**src/rtl/fwoc_pkg.sv**
```systemverilog
package fwoc_pkg;

  // ==========================================================
  // register map (byte offsets)
  localparam int ADDR_W = 8;
  localparam logic [7:0] CTRL_OFS = 8'h00;
  localparam logic [7:0] STAT_OFS = 8'h04;
  localparam logic [7:0] ADDR_OFS = 8'h08;
  localparam logic [7:0] DATA0_OFS = 8'h0C;
  localparam logic [7:0] DATA1_OFS = 8'h10;
  localparam logic [7:0] SECT_OFS = 8'h14;
  localparam logic [7:0] ERR_OFS = 8'h18;

  // ==========================================================
  // control word fields
  localparam int START_BIT = 15;
  localparam int SUSPEND_BIT_BIT = 14;
  localparam int WORD_BIT = 13;
  localparam int DWORD_BIT = 12;
  localparam int ERASE_BIT = 11;
  localparam int PROT_BIT = 8;
  localparam int LEGACY_BIT = 7;
  localparam logic [15:0] CTRL_RESET = 16'h0000;

  // status and error fields
  localparam int BUSY_BIT = 0;
  localparam int LOCK_BIT = 1;
  localparam int SUSPENDED_BIT = 2;
  localparam int ERR_BIT = 0;
  localparam int SEQ_BIT = 1;

  // ==========================================================
  // values
  localparam logic [31:0] TRAP_WORD = 32'h0000009B;
  localparam logic [23:0] PROT_LO = 24'h0EDFB0;
  localparam logic [23:0] PROT_HI = 24'h0EDFBF;
  localparam logic [23:0] TEST_LO = 24'h0F0000;
  localparam logic [23:0] TEST_HI = 24'h0F3FFF;
  localparam int DWORD_ALIGN_BIT = 2;
  localparam logic [1:0] RESP_OKAY = 2'h0;
  localparam logic [1:0] RESP_SLVERR = 2'h2;

  typedef enum logic [1:0] {OP_WORD, OP_DWORD, OP_ERASE, OP_PROT} fwoc_op_t;

  typedef struct packed {
    logic awRdy;
    logic wRdy;
    logic arRdy;
    logic bValid;
    logic rValid;
    logic [1:0] bResp;
    logic [1:0] rResp;
    logic [31:0] rData;
    logic [7:0] wAddr;
    logic [31:0] wData;
    logic [3:0] wStrb;
    logic wStart;
    logic suspend_bit;
    logic wordSel;
    logic dwordSel;
    logic eraseSel;
    logic protSel;
    logic legacy;
    logic busy;
    logic lock;
    logic suspended;
    fwoc_op_t runOp;
    logic errFlag;
    logic seqErr;
    logic [23:0] addr;
    logic [31:0] data0;
    logic [31:0] data1;
    logic [11:0] sectors;
    logic cmdStart;
    logic cmdResume;
    logic cmdSuspend;
    logic bankRdValid;
    logic [31:0] bankRdData;
    logic bankWrGo;
  } fwoc_state_t;

endpackage

```
**src/rtl/fwoc_ctrl.sv**
```systemverilog
`timescale 1ns/1ps
`default_nettype none
module fwoc_ctrl
  import fwoc_pkg::*;
(
  // clock and reset
  input wire logic clk,
  input wire logic rst_n,
  // axi4-lite write address
  input wire logic awvalid,
  output logic awready,
  input wire logic [ADDR_W-1:0] awaddr,
  // axi4-lite write data
  input wire logic wvalid,
  output logic wready,
  input wire logic [31:0] wdata,
  input wire logic [3:0] wstrb,
  // axi4-lite write response
  output logic bvalid,
  input wire logic bready,
  output logic [1:0] bresp,
  // axi4-lite read address
  input wire logic arvalid,
  output logic arready,
  input wire logic [ADDR_W-1:0] araddr,
  // axi4-lite read data
  output logic rvalid,
  input wire logic rready,
  output logic [31:0] rdata,
  output logic [1:0] rresp,
  // program/erase controller
  output logic opStart,
  output logic opResume,
  output logic opSuspend,
  output logic [1:0] opKind,
  output logic [23:0] opAddr,
  output logic [31:0] opData0,
  output logic [31:0] opData1,
  output logic [11:0] opSectors,
  input wire logic opDone,
  input wire logic opFail,
  // bank access path
  input wire logic bankRdReq,
  input wire logic [31:0] arrayRdData,
  output logic bankRdValid,
  output logic [31:0] bankRdData,
  input wire logic bankWrReq,
  output logic bankWrGo,
  // status
  output logic bankBusy,
  output logic regLock
);

  // ==========================================================
  // state
  fwoc_state_t st;
  fwoc_state_t next_st;

  logic [31:0] wrWord;
  logic [15:0] ctrlWord;
  logic chkAccept;
  logic chkResume;
  logic chkFault;
  fwoc_op_t chkOp;

  function automatic logic [31:0] mergeW(input logic [31:0] old,
                                         input logic [31:0] nw,
                                         input logic [3:0] strb);
    logic [31:0] res;
    res = old;
    for (int i = 0; i < 4; i++) begin
      if (strb[i]) begin
        res[i*8 +: 8] = nw[i*8 +: 8];
      end
    end
    return res;
  endfunction

  // ==========================================================
  // control word view
  always_comb begin
    ctrlWord = CTRL_RESET;
    ctrlWord[START_BIT] = st.wStart;
    ctrlWord[SUSPEND_BIT_BIT] = st.suspend_bit;
    ctrlWord[WORD_BIT] = st.wordSel;
    ctrlWord[DWORD_BIT] = st.dwordSel;
    ctrlWord[ERASE_BIT] = st.eraseSel;
    ctrlWord[PROT_BIT] = st.protSel;
    ctrlWord[LEGACY_BIT] = st.legacy;
  end

  assign wrWord = mergeW({16'h0000, ctrlWord}, st.wData, st.wStrb);

  // launch decision on the select bits as they stand after this write
  fwoc_launch_check u_check (
    .sel({wrWord[WORD_BIT], wrWord[DWORD_BIT], wrWord[ERASE_BIT], wrWord[PROT_BIT]}),
    .errFlag(st.errFlag),
    .suspended(st.suspended),
    .suspOp(st.runOp),
    .addr(st.addr),
    .sectors(st.sectors),
    .accept(chkAccept),
    .isResume(chkResume),
    .seqFault(chkFault),
    .op(chkOp)
  );

  // ==========================================================
  // next state
  always_comb begin
    logic [31:0] m;
    logic doWrite;
    m = 32'h00000000;
    doWrite = 1'b0;
    next_st = st;
    next_st.cmdStart = 1'b0;
    next_st.cmdResume = 1'b0;
    next_st.cmdSuspend = 1'b0;

    // bank path: trap reads and drop writes while a write runs
    next_st.bankRdValid = bankRdReq;
    next_st.bankRdData = st.busy ? TRAP_WORD : arrayRdData;
    next_st.bankWrGo = bankWrReq & ~st.busy;

    // ---------------- read channel
    if (arvalid && st.arRdy) begin
      next_st.arRdy = 1'b0;
      next_st.rValid = 1'b1;
      next_st.rResp = RESP_OKAY;
      next_st.rData = 32'h00000000;
      case (araddr)
        CTRL_OFS: next_st.rData = {16'h0000, ctrlWord};
        STAT_OFS: begin
          // always readable so software can poll for the end of a write
          next_st.rData[BUSY_BIT] = st.busy;
          next_st.rData[LOCK_BIT] = st.lock;
          next_st.rData[SUSPENDED_BIT] = st.suspended;
        end
        ADDR_OFS: next_st.rData = {8'h00, st.addr};
        DATA0_OFS: next_st.rData = st.data0;
        DATA1_OFS: next_st.rData = st.data1;
        SECT_OFS: next_st.rData = {20'h00000, st.sectors};
        ERR_OFS: begin
          next_st.rData[ERR_BIT] = st.errFlag;
          next_st.rData[SEQ_BIT] = st.seqErr;
        end
        default: next_st.rResp = RESP_SLVERR;
      endcase
      if (st.lock && araddr != STAT_OFS && next_st.rResp == RESP_OKAY) begin
        next_st.rData = TRAP_WORD;
      end
    end else if (st.rValid && rready) begin
      next_st.rValid = 1'b0;
      next_st.arRdy = 1'b1;
    end

    // ---------------- write channels, taken in either order
    if (awvalid && st.awRdy) begin
      next_st.awRdy = 1'b0;
      next_st.wAddr = awaddr;
    end
    if (wvalid && st.wRdy) begin
      next_st.wRdy = 1'b0;
      next_st.wData = wdata;
      next_st.wStrb = wstrb;
    end
    if (st.bValid && bready) begin
      next_st.bValid = 1'b0;
      next_st.awRdy = 1'b1;
      next_st.wRdy = 1'b1;
    end
    if (!st.awRdy && !st.wRdy && !st.bValid) begin
      doWrite = 1'b1;
      next_st.bValid = 1'b1;
      next_st.bResp = RESP_OKAY;
    end

    if (doWrite) begin
      case (st.wAddr)
        CTRL_OFS: begin
          if (st.lock) begin
            // suspend is the one control write honoured while locked
            if (wrWord[SUSPEND_BIT_BIT] && st.busy && st.runOp != OP_PROT) begin
              next_st.suspend_bit = 1'b1;
              next_st.suspended = 1'b1;
              next_st.wStart = 1'b0;
              next_st.busy = 1'b0;
              next_st.lock = 1'b0;
              next_st.cmdSuspend = 1'b1;
            end
          end else begin
            next_st.wordSel = wrWord[WORD_BIT];
            next_st.dwordSel = wrWord[DWORD_BIT];
            next_st.eraseSel = wrWord[ERASE_BIT];
            next_st.protSel = wrWord[PROT_BIT];
            next_st.legacy = wrWord[LEGACY_BIT];
            // a zero on write-start is simply not acted on
            if (wrWord[START_BIT]) begin
              if (chkAccept) begin
                next_st.wStart = 1'b1;
                next_st.busy = 1'b1;
                next_st.lock = 1'b1;
                if (chkResume) begin
                  next_st.suspend_bit = 1'b0;
                  next_st.suspended = 1'b0;
                  next_st.cmdResume = 1'b1;
                end else begin
                  next_st.runOp = chkOp;
                  next_st.cmdStart = 1'b1;
                end
              end
            end
          end
        end
        ADDR_OFS: begin
          if (!st.lock) begin
            m = mergeW({8'h00, st.addr}, st.wData, st.wStrb);
            next_st.addr = m[23:0];
          end
        end
        DATA0_OFS: begin
          if (!st.lock) begin
            next_st.data0 = mergeW(st.data0, st.wData, st.wStrb);
          end
        end
        DATA1_OFS: begin
          if (!st.lock) begin
            next_st.data1 = mergeW(st.data1, st.wData, st.wStrb);
          end
        end
        SECT_OFS: begin
          if (!st.lock) begin
            m = mergeW({20'h00000, st.sectors}, st.wData, st.wStrb);
            next_st.sectors = m[11:0];
          end
        end
        ERR_OFS: begin
          // write one to clear
          if (!st.lock && st.wStrb[0]) begin
            if (st.wData[ERR_BIT]) begin
              next_st.errFlag = 1'b0;
            end
            if (st.wData[SEQ_BIT]) begin
              next_st.seqErr = 1'b0;
            end
          end
        end
        STAT_OFS: begin
          next_st.bResp = RESP_OKAY;
        end
        default: next_st.bResp = RESP_SLVERR;
      endcase
    end

    // ---------------- hardware events come last so a set beats a clear
    if (doWrite && st.wAddr == CTRL_OFS && !st.lock && wrWord[START_BIT] && chkFault) begin
      next_st.seqErr = 1'b1;
      next_st.errFlag = 1'b1;
    end
    if (st.busy && opDone) begin
      next_st.wStart = 1'b0;
      next_st.busy = 1'b0;
      next_st.lock = 1'b0;
      case (st.runOp)
        OP_WORD: next_st.wordSel = 1'b0;
        OP_DWORD: next_st.dwordSel = 1'b0;
        OP_ERASE: next_st.eraseSel = 1'b0;
        default: next_st.protSel = 1'b0;
      endcase
    end
    if (st.busy && opFail) begin
      next_st.errFlag = 1'b1;
    end
  end

  // ==========================================================
  // registers
  always_ff @(posedge clk or negedge rst_n) begin
    if (!rst_n) begin
      st <= '0;
      st.awRdy <= 1'b1;
      st.wRdy <= 1'b1;
      st.arRdy <= 1'b1;
    end else begin
      st <= next_st;
    end
  end

  // ==========================================================
  // outputs
  assign awready = st.awRdy;
  assign wready = st.wRdy;
  assign bvalid = st.bValid;
  assign bresp = st.bResp;
  assign arready = st.arRdy;
  assign rvalid = st.rValid;
  assign rdata = st.rData;
  assign rresp = st.rResp;
  assign opStart = st.cmdStart;
  assign opResume = st.cmdResume;
  assign opSuspend = st.cmdSuspend;
  assign opKind = st.runOp;
  assign opAddr = st.addr;
  assign opData0 = st.data0;
  assign opData1 = st.data1;
  assign opSectors = st.sectors;
  assign bankRdValid = st.bankRdValid;
  assign bankRdData = st.bankRdData;
  assign bankWrGo = st.bankWrGo;
  assign bankBusy = st.busy;
  assign regLock = st.lock;

endmodule // fwoc_ctrl
`default_nettype wire

```
**src/rtl/fwoc_launch_check.sv**
```systemverilog
`timescale 1ns/1ps
`default_nettype none
module fwoc_launch_check
  import fwoc_pkg::*;
(
  // request
  input wire logic [3:0] sel,
  input wire logic errFlag,
  input wire logic suspended,
  input wire fwoc_op_t suspOp,
  input wire logic [23:0] addr,
  input wire logic [11:0] sectors,
  // verdict
  output logic accept,
  output logic isResume,
  output logic seqFault,
  output fwoc_op_t op
);

  logic testHit;

  assign testHit = (addr >= TEST_LO) && (addr <= TEST_HI);

  always_comb begin
    accept = 1'b0;
    isResume = 1'b0;
    seqFault = 1'b0;
    case (sel)
      4'h8: op = OP_WORD;
      4'h4: op = OP_DWORD;
      4'h2: op = OP_ERASE;
      default: op = OP_PROT;
    endcase
    if (errFlag) begin
      accept = 1'b0;
    end else if (suspended) begin
      // only the matching resume passes; anything else is dropped quietly
      if ($onehot(sel) && op == suspOp) begin
        accept = 1'b1;
        isResume = 1'b1;
      end
    end else if (!$onehot(sel)) begin
      seqFault = 1'b1;
    end else begin
      case (op)
        OP_WORD: seqFault = testHit;
        OP_DWORD: seqFault = testHit | addr[DWORD_ALIGN_BIT];
        OP_ERASE: seqFault = (sectors == 12'h000);
        default: seqFault = (addr < PROT_LO) || (addr > PROT_HI);
      endcase
      accept = ~seqFault;
    end
  end

endmodule // fwoc_launch_check
`default_nettype wire

```
**config.mk**
```make
export PLATFORM = sky130hd
export DESIGN_NAME = fwoc_ctrl
export DESIGN_NICKNAME = d
export VERILOG_FILES = /design/src/rtl/fwoc_pkg.sv /design/src/rtl/fwoc_ctrl.sv /design/src/rtl/fwoc_launch_check.sv
export SDC_FILE = /design/constraint.sdc
export NUM_CORES = 1
export LEC_CHECK = 0
export BUFFER_PORTS_ARGS = -buffer_cell sky130_fd_sc_hd__buf_2
export CORE_MARGIN = 2
export CORE_UTILIZATION = 58
export CTS_CLUSTER_SIZE = 28
export DETAILED_ROUTE_END_ITERATION = 8
export GPL_TIMING_DRIVEN = 0
export PLACE_DENSITY_LB_ADDON = 0.08
export SKIP_LAST_GASP = 1
export SYNTH_ARGS = -nofsm -noshare
export SYNTH_HDL_FRONTEND = slang
export SYNTH_SLANG_ARGS = --single-unit
export TNS_END_PERCENT = 10
```
**constraint.sdc**
```tcl
create_clock -name clk -period 8.6 [get_ports clk]
set_clock_uncertainty 0.05 [all_clocks]
set_input_delay 0 -clock clk [delete_from_list [all_inputs] [get_ports clk]]
set_output_delay 0 -clock clk [all_outputs]
set_load 0.02 [all_outputs]
```
* Word-level counts from Yosys, hierarchy flattened *
Index checks and enable logic that the tools add are counted.

storage, ports and cells
  flip-flop bits (word level) = 236
  input port bits = 95
  output and inout port bits = 182
  word-level logic and storage cells = 246

cells by class
  bitwise operators = 6
  reductions and logical operators = 73
  order comparisons = 4
  multiplexer cells = 92
  equality and inequality tests = 25
  add/subtract/negate cells = 3

operator list
  cell                  number
  $mux 32               6
  $pmux 29 s5           1
  $mux 117              1
  $mux 8                14
  $reduce_and 4->1      16
  $eq 8x5->1 const B    6
  $mux 24               2
  $mux 12               3
  $mux 2                18
  $mux 1                34
  $eq 8x4->1 const B    4
  $reduce_bool 2->1     13
  $ge 24x20->1 const B  1
  $gt 24x20->1 const B  1
  $le 24x20->1 const B  1
  $lt 24x20->1 const B  1
  $logic_and 1x1->1     20
  $reduce_bool 3->1     6
  $eq 8x3->1 const B    2
  $logic_not 8->1       2
  $mux 5                3
  $logic_not 12->1      1
  $pmux 2 s6            1
  $reduce_and 6->1      2
  30 further kinds      44

* Depth between registers and ports, before layout *
  depth after elaboration = 19
  depth in mapped cells = 12
  gate-level depth less buffers = 11

* Modules after synthesis *
A second synthesis with hierarchy kept.

unflattened totals
  cell total of the unflattened synthesis = 950
  area total of the unflattened synthesis = 11412.2 µm²

modules (own cells, without submodules)
  module             times used  cells an instance  area an instance (µm²)  sequential area each (µm²)
  fwoc_ctrl          1           904                11068.1                 5884.4
  fwoc_launch_check  1           46                 344.1                   0.0

* Worst setup path after synthesis *
Ideal clock, no wire load.

  path type = register to register
  from = register st[152] (netlist bit)
  to = register st, in the netlist bankBusy
  path buffers = 1
  arrival = 3.280 ns
  cell stages (with the launch flop) = 13
  required time = 8.434 ns
  clock period less this slack = 3.446 ns
  library setup time = 0.116 ns
  path slack = 5.154 ns
  cells stage by stage = dfrtp_1 > clkbuf_1 > mux2_2 > inv_1 > ha_1 > ha_1 > fa_1 > nor2_1 > nand2_1 > nor2_1 > or4b_2 > a311o_1 > o311ai_0

between the ends
  word-level cells in the longest chain between the ends = 14
  elaborated cells on any way between the ends = 29
  classes of those cells = add/sub: 3; eq/ne: 8; mux: 10; bitwise: 1; reduce/logical: 7

ends and longest elaborated chain
  item                                      RTL line                 source
  from (decl)                               fwoc_ctrl.sv:56          fwoc_state_t st;
  from (signal assigned)                    fwoc_ctrl.sv:285         st <= next_st;
  $mux 8 (*)                                fwoc_ctrl.sv:72          if (strb[i]) begin
  $eq 4x2->1, or another cell as far along  fwoc_launch_check.sv:28  case (sel)
  $pmux 2 s3                                fwoc_launch_check.sv:28
  $eq 2x2->1, or another cell as far along  fwoc_launch_check.sv:45  case (op)
  $pmux 1 s3                                fwoc_launch_check.sv:45
  $mux 1                                    fwoc_launch_check.sv:42  end else if (!$onehot(sel)) begin
  $mux 1                                    fwoc_launch_check.sv:36  end else if (suspended) begin
  $mux 1                                    fwoc_launch_check.sv:34  if (errFlag) begin
  $not 1->1                                 fwoc_launch_check.sv:51  accept = ~seqFault;
  $mux 1                                    fwoc_launch_check.sv:42
  $mux 1                                    fwoc_launch_check.sv:36
  $mux 1                                    fwoc_launch_check.sv:34
  $reduce_bool 3->1 (no source line)        -
  $reduce_and 5->1 (no source line) (*)     -

Every way passes the cells marked *; elsewhere a longest branch is shown, timed or not. The select of a mux whose other input is x is not followed.
A chain may end at the register's enable or synchronous reset.

* Final worst setup path *
  from = register st[152] (netlist bit)
  to = register st, in the netlist ctrlWord[15]

Same word-level chain as after synthesis.

==> reports/qor_table.md <==
| Group | Metric | This run |
|---|---|---|
| outcome | Status | completed |
| route | Ratio of routed vias to standard cells | 5.400 |
| route | Routed Antenna Nets | 0 |
| placement | Post-place instance area | 12870 sq um |
| power and ir drop | Design internal power | 2.567 mW |
| setup path | R2R Path End | ctrlWord[15]$_DFFE_PN0P_ |
| final layout | Ant. Diodes | 0 |
| power and ir drop | LEAKAGE | 7.722 nW |
| setup path | Top Family by Delay on Critical Path | simple AND/OR/NAND/NOR gates |
| power and ir drop | Sw frac | 31.97% |
| power and ir drop | Clock group share of total power | 29.6% |
| clock tree | Master cell of the clock root buffer | sky130_fd_sc_hd__clkbuf_16 |
| setup path | R2R Path Start | st[152]$_DFFE_PN0P_ |
| sta | Final hold slack | 0.009522 ns |
| final layout | Post-layout nets | 1435 |
| min path | Path type of the worst min-delay path | input pin to async pin |
| setup path | Cell-by-cell trace of the critical path | clkbuf_1 > mux2_2 > inv_1 > ha_1 > ha_1 > fa_1 > nor2_1 > nand2_1 > nor2_1 > or4b_2 > a311o_1 > o311ai_0 |
| logic synthesis | Distinct cell type count after synthesis | 55 |
| floorplan | Top Ports | 277 |
| grt | Vias in the first global route | 8544 |
| setup path | Delay of the slowest cell on the worst path | 0.58 ns |
| logic synthesis | Synthesized instance count | 935 |
| setup path | Critical Path Source Type | flop |
| sta | Tightest Pin Transition | 0.8931 ns |
| logic synthesis | Synth warnings | 0 |
| route | Number of DRC violations after detailed-routing iteration 0 | 615 |
| power and ir drop | Part of the power in combinational logic | 28.4% |
| power and ir drop | Peak VDD IR | 0.2550 mV |
| clock tree | CTS clk-pin slew, worst paths | 0.06 ns |
| sta | Relative slew slack | 40.24% |
| final layout | Layout cell share with drive strength beyond 1 | 48.33% |
| sta | Final period demand of the worst path | 3.852 ns |
| placement | Placed wire-length estimate | 20650 um |
| sta | Maximum clock rate | 259.6 MHz |
| setup path | Number of cells on the worst reg-to-reg path | 12 |
| power and ir drop | Sequential group share of total power | 42.0% |
| setup path | Arrival time of data at the critical path endpoint | 4.20 ns |
| job | Total of max-cap violations | 0 |
| route | Residual DRC | 0 |
| setup path | Crit path max-delay cell type | sky130_fd_sc_hd__or4b_2 |
| floorplan | Die outline area | 20330 sq um |
| floorplan | Initial Utilization | 59.36% |
| placement | Final RePlAce weighted congestion | 0.8921 |
| clock tree | Worst skew pair latency | 0.52 ns |
| logic synthesis | Post-synth EDFFs | 0 |
| grt | Wire length of the first global-routing pass | 46800 um |
| sta | Count of final max-slew check failures | 0 |
| setup path | Logic depth of the worst path, buffers included | 12 |
| logic synthesis | Net count after synthesis | 1039 |
| grt | Maximum number of pins on one net before global-route repair | 84 |
| final layout | Layout area overhead | 31.48% |
| setup path | Number of buffer and inverter instances along the worst setup path | 2 |
| route | Total number of vias | 8537 |
| clock tree | Post-cts gate resize count | 0 |
| logic synthesis | Share of async-settable or async-resettable flops after synthesis | 100.0% |
| setup path | Type of destination of the critical path | flop |
| sta | Final setup TNS | 0 ns |
| sta | Unrepaired setup endpoints after global routing | false |
| final layout | Final Cell Area | 14650 sq um |
| power and ir drop | Power per cell area | 257.6 nW/um^2 |
| grt | Global route overflow | 0 |
| sta | Hold violation count in the final report | 0 |
| setup path | Startpoint of the worst setup timing path | st[152]$_DFFE_PN0P_ |
| clock tree | Number of CTS-inserted buffers | 25 |
| grt | Initial antenna violation count | 0 |
| route | First-pass detailed-route iteration total | 6 |
| route | Overall routed net length | 30370 um |
| logic synthesis | Avg Synthesized Cell Area | 11.92 sq um |
| clock tree | Clock H-tree levels | 1 |
| setup path | Critical setup path kind | flop to flop |
| floorplan | Die extent in y | 142.6 um |
| sta | Fraction of the cycle the final worst path needs | 44.79% |
| floorplan | Die X-Extent | 142.6 um |
| floorplan | Number of rows in the core area | 50 |
| clock tree | Number of buffers on the longest clock path | 3 |
| clock tree | CTS tree | built |
| logic synthesis | Sequential element share of the synthesized area | 52.82% |
| setup path | Capture point of the worst path | ctrlWord[15]$_DFFE_PN0P_ |
| setup path | WP data required | 8.94 ns |
| placement | Number of input and output port buffers inserted | 274 |
| route | Drt wl/cell | 19.21 um |
| logic synthesis | Post-Synthesis Cell Area | 11140 sq um |
| power and ir drop | Switching power | 1.206 mW |
| grt | Overall Global Routing Usage | 29.90% |
| setup path | Crit Path Max Fanout | 10 |
| clock tree | Clk sink count | 235 |
| logic synthesis | Leading register cell type out of synthesis | sky130_fd_sc_hd__dfrtp_1 |
| sta | Setup violations, final | 0 |
| floorplan | Area inside the core boundary | 18770 sq um |
| setup path | Worst reg-to-reg setup slack | 4.75 ns |
| logic synthesis | Yosys reg bits | 235 |
## per-layer routing
layer	share of wire (%)	GRT usage, %	vias to the layer above	wire length, um
li1	-	-	3919	-
met5	0	0	-	0
met4	2.6	9.432	0	775
met1	43	41.42	4181	13060
met2	48	49.24	378	14550
met3	6.5	4.172	59	1988
## power by group through the flow
stage	clock, mW	sequential [mW]	combinational [mW]
global route	1.18	1.62	1.16
global placement	0	1.58	1.00
finish	1.12	1.58	1.07
detailed placement	0	1.60	1.02
floorplan	0	1.52	0.740
CTS	1.13	1.58	1.07
## sequential cells by signal, summed over array words and instances, names as in the netlist, 2 cells and up, named ones only
register,flops
opSectors,12
bankRdData,32
opAddr,24
opData1,32
rdata,32
opData0,32
st,47
opKind,2
ctrlWord,7
## final cells by class
type | instances | area, sq um
repair buffers | 369 | 2367
flip-flops and latches | 235 | 5884
clock inverters | 8 | 143.9
clock buffers | 35 | 703.2
multi-input cells | 484 | 3806
inverters | 15 | 56.30
plain buffers | 201 | 1394
well taps | 234 | 292.8
fillers | 1201 | 4120
## how the worst min path moves through the flow
stage / startpoint / end / slack, ns / cells after the start
4_1_cts: rst_n / bankRdData[17]$_DFF_PN0_ / 0.02 / 2
6_report: rst_n / bankRdData[17]$_DFF_PN0_ / 0.01 / 2
5_1_grt: rst_n / bankRdData[17]$_DFF_PN0_ / 0.05 / 2
3_5_place_dp: rst_n / bankRdData[17]$_DFF_PN0_ / -0.02 / 1
2_1_floorplan: rst_n / async pin / -0.35 / 0
3_3_place_gp: bankRdReq / bankRdValid$_DFF_PN0_ / 0.06 / 1
## timing repair
item,in CTS,in global routing
endpoints found under the hold margin,328,0
hold buffers,93,0
setup buffers,0,0
## layout by cell type, fill, tap and decap left out, drive strengths merged, types with 4 or more instances in the layout
master       instances
nor2b               35
or3                  5
a21o                 6
nor2                20
nand3                7
buf                449
nor3                 8
or2                  6
and3                 4
dfrtp              232
a22oi               19
or4                  4
mux2               150
nand2               69
o21ai               38
ha                   8
nor4                 6
a221oi               7
bufinv               4
inv                 16
nand2b               6
dlygate4sd3         93
mux2i                8
a21oi               13
clkbuf              63
a31oi                9
a222oi              15
and2                 6
## synthesized netlist by cell type (all sizes together) (4+ instances only)
library cell / count / area, sq um
dfrtp: 232 / 5806
buf: 173 / 1289
mux2: 150 / 1689
nand2: 69 / 259.0
o21ai: 38 / 190.2
nor2b: 35 / 219.0
clkbuf: 28 / 105.1
nor2: 20 / 75.07
a22oi: 19 / 142.6
a222oi: 15 / 150.1
inv: 15 / 56.30
a21oi: 13 / 65.06
a31oi: 9 / 56.30
ha: 8 / 100.1
mux2i: 8 / 80.08
nor3: 8 / 45.04
a221oi: 7 / 61.31
nand3: 7 / 35.03
a21o: 6 / 45.04
and2: 6 / 37.54
nand2b: 6 / 37.54
nor4: 6 / 37.54
or2: 6 / 37.54
or3: 5 / 31.28
and3: 4 / 25.02
or4: 4 / 33.78
## logic make-up (layout without fill, tap and decap cells)
group	Yosys count	in the layout	synth area share, %
DFF	235	235	52.82
buffers and inverters	216	628	13.02
muxes	158	158	15.88
AOI/OAI and AO/OA	122	122	7.513
and+or+nand+nor	192	192	9.501
other	1	1	0.03366
adders and majority gates	9	9	1.078
xor gates and xnor gates	2	2	0.1573
## stage by stage
stage                     instances  utilization [%]  worst slack (ns)  power, mW
after CTS                      1581            78.05             4.753      3.776
final                          1581            78.05             4.748      3.774
after global routing           1581            78.05             4.557      3.960
after floorplan                 935                -             5.154      2.261
after global placement         1443            68.23             3.373      2.585
after detailed placement       1445            68.57             4.767      2.618
Power figures use the tool's default switching activity.
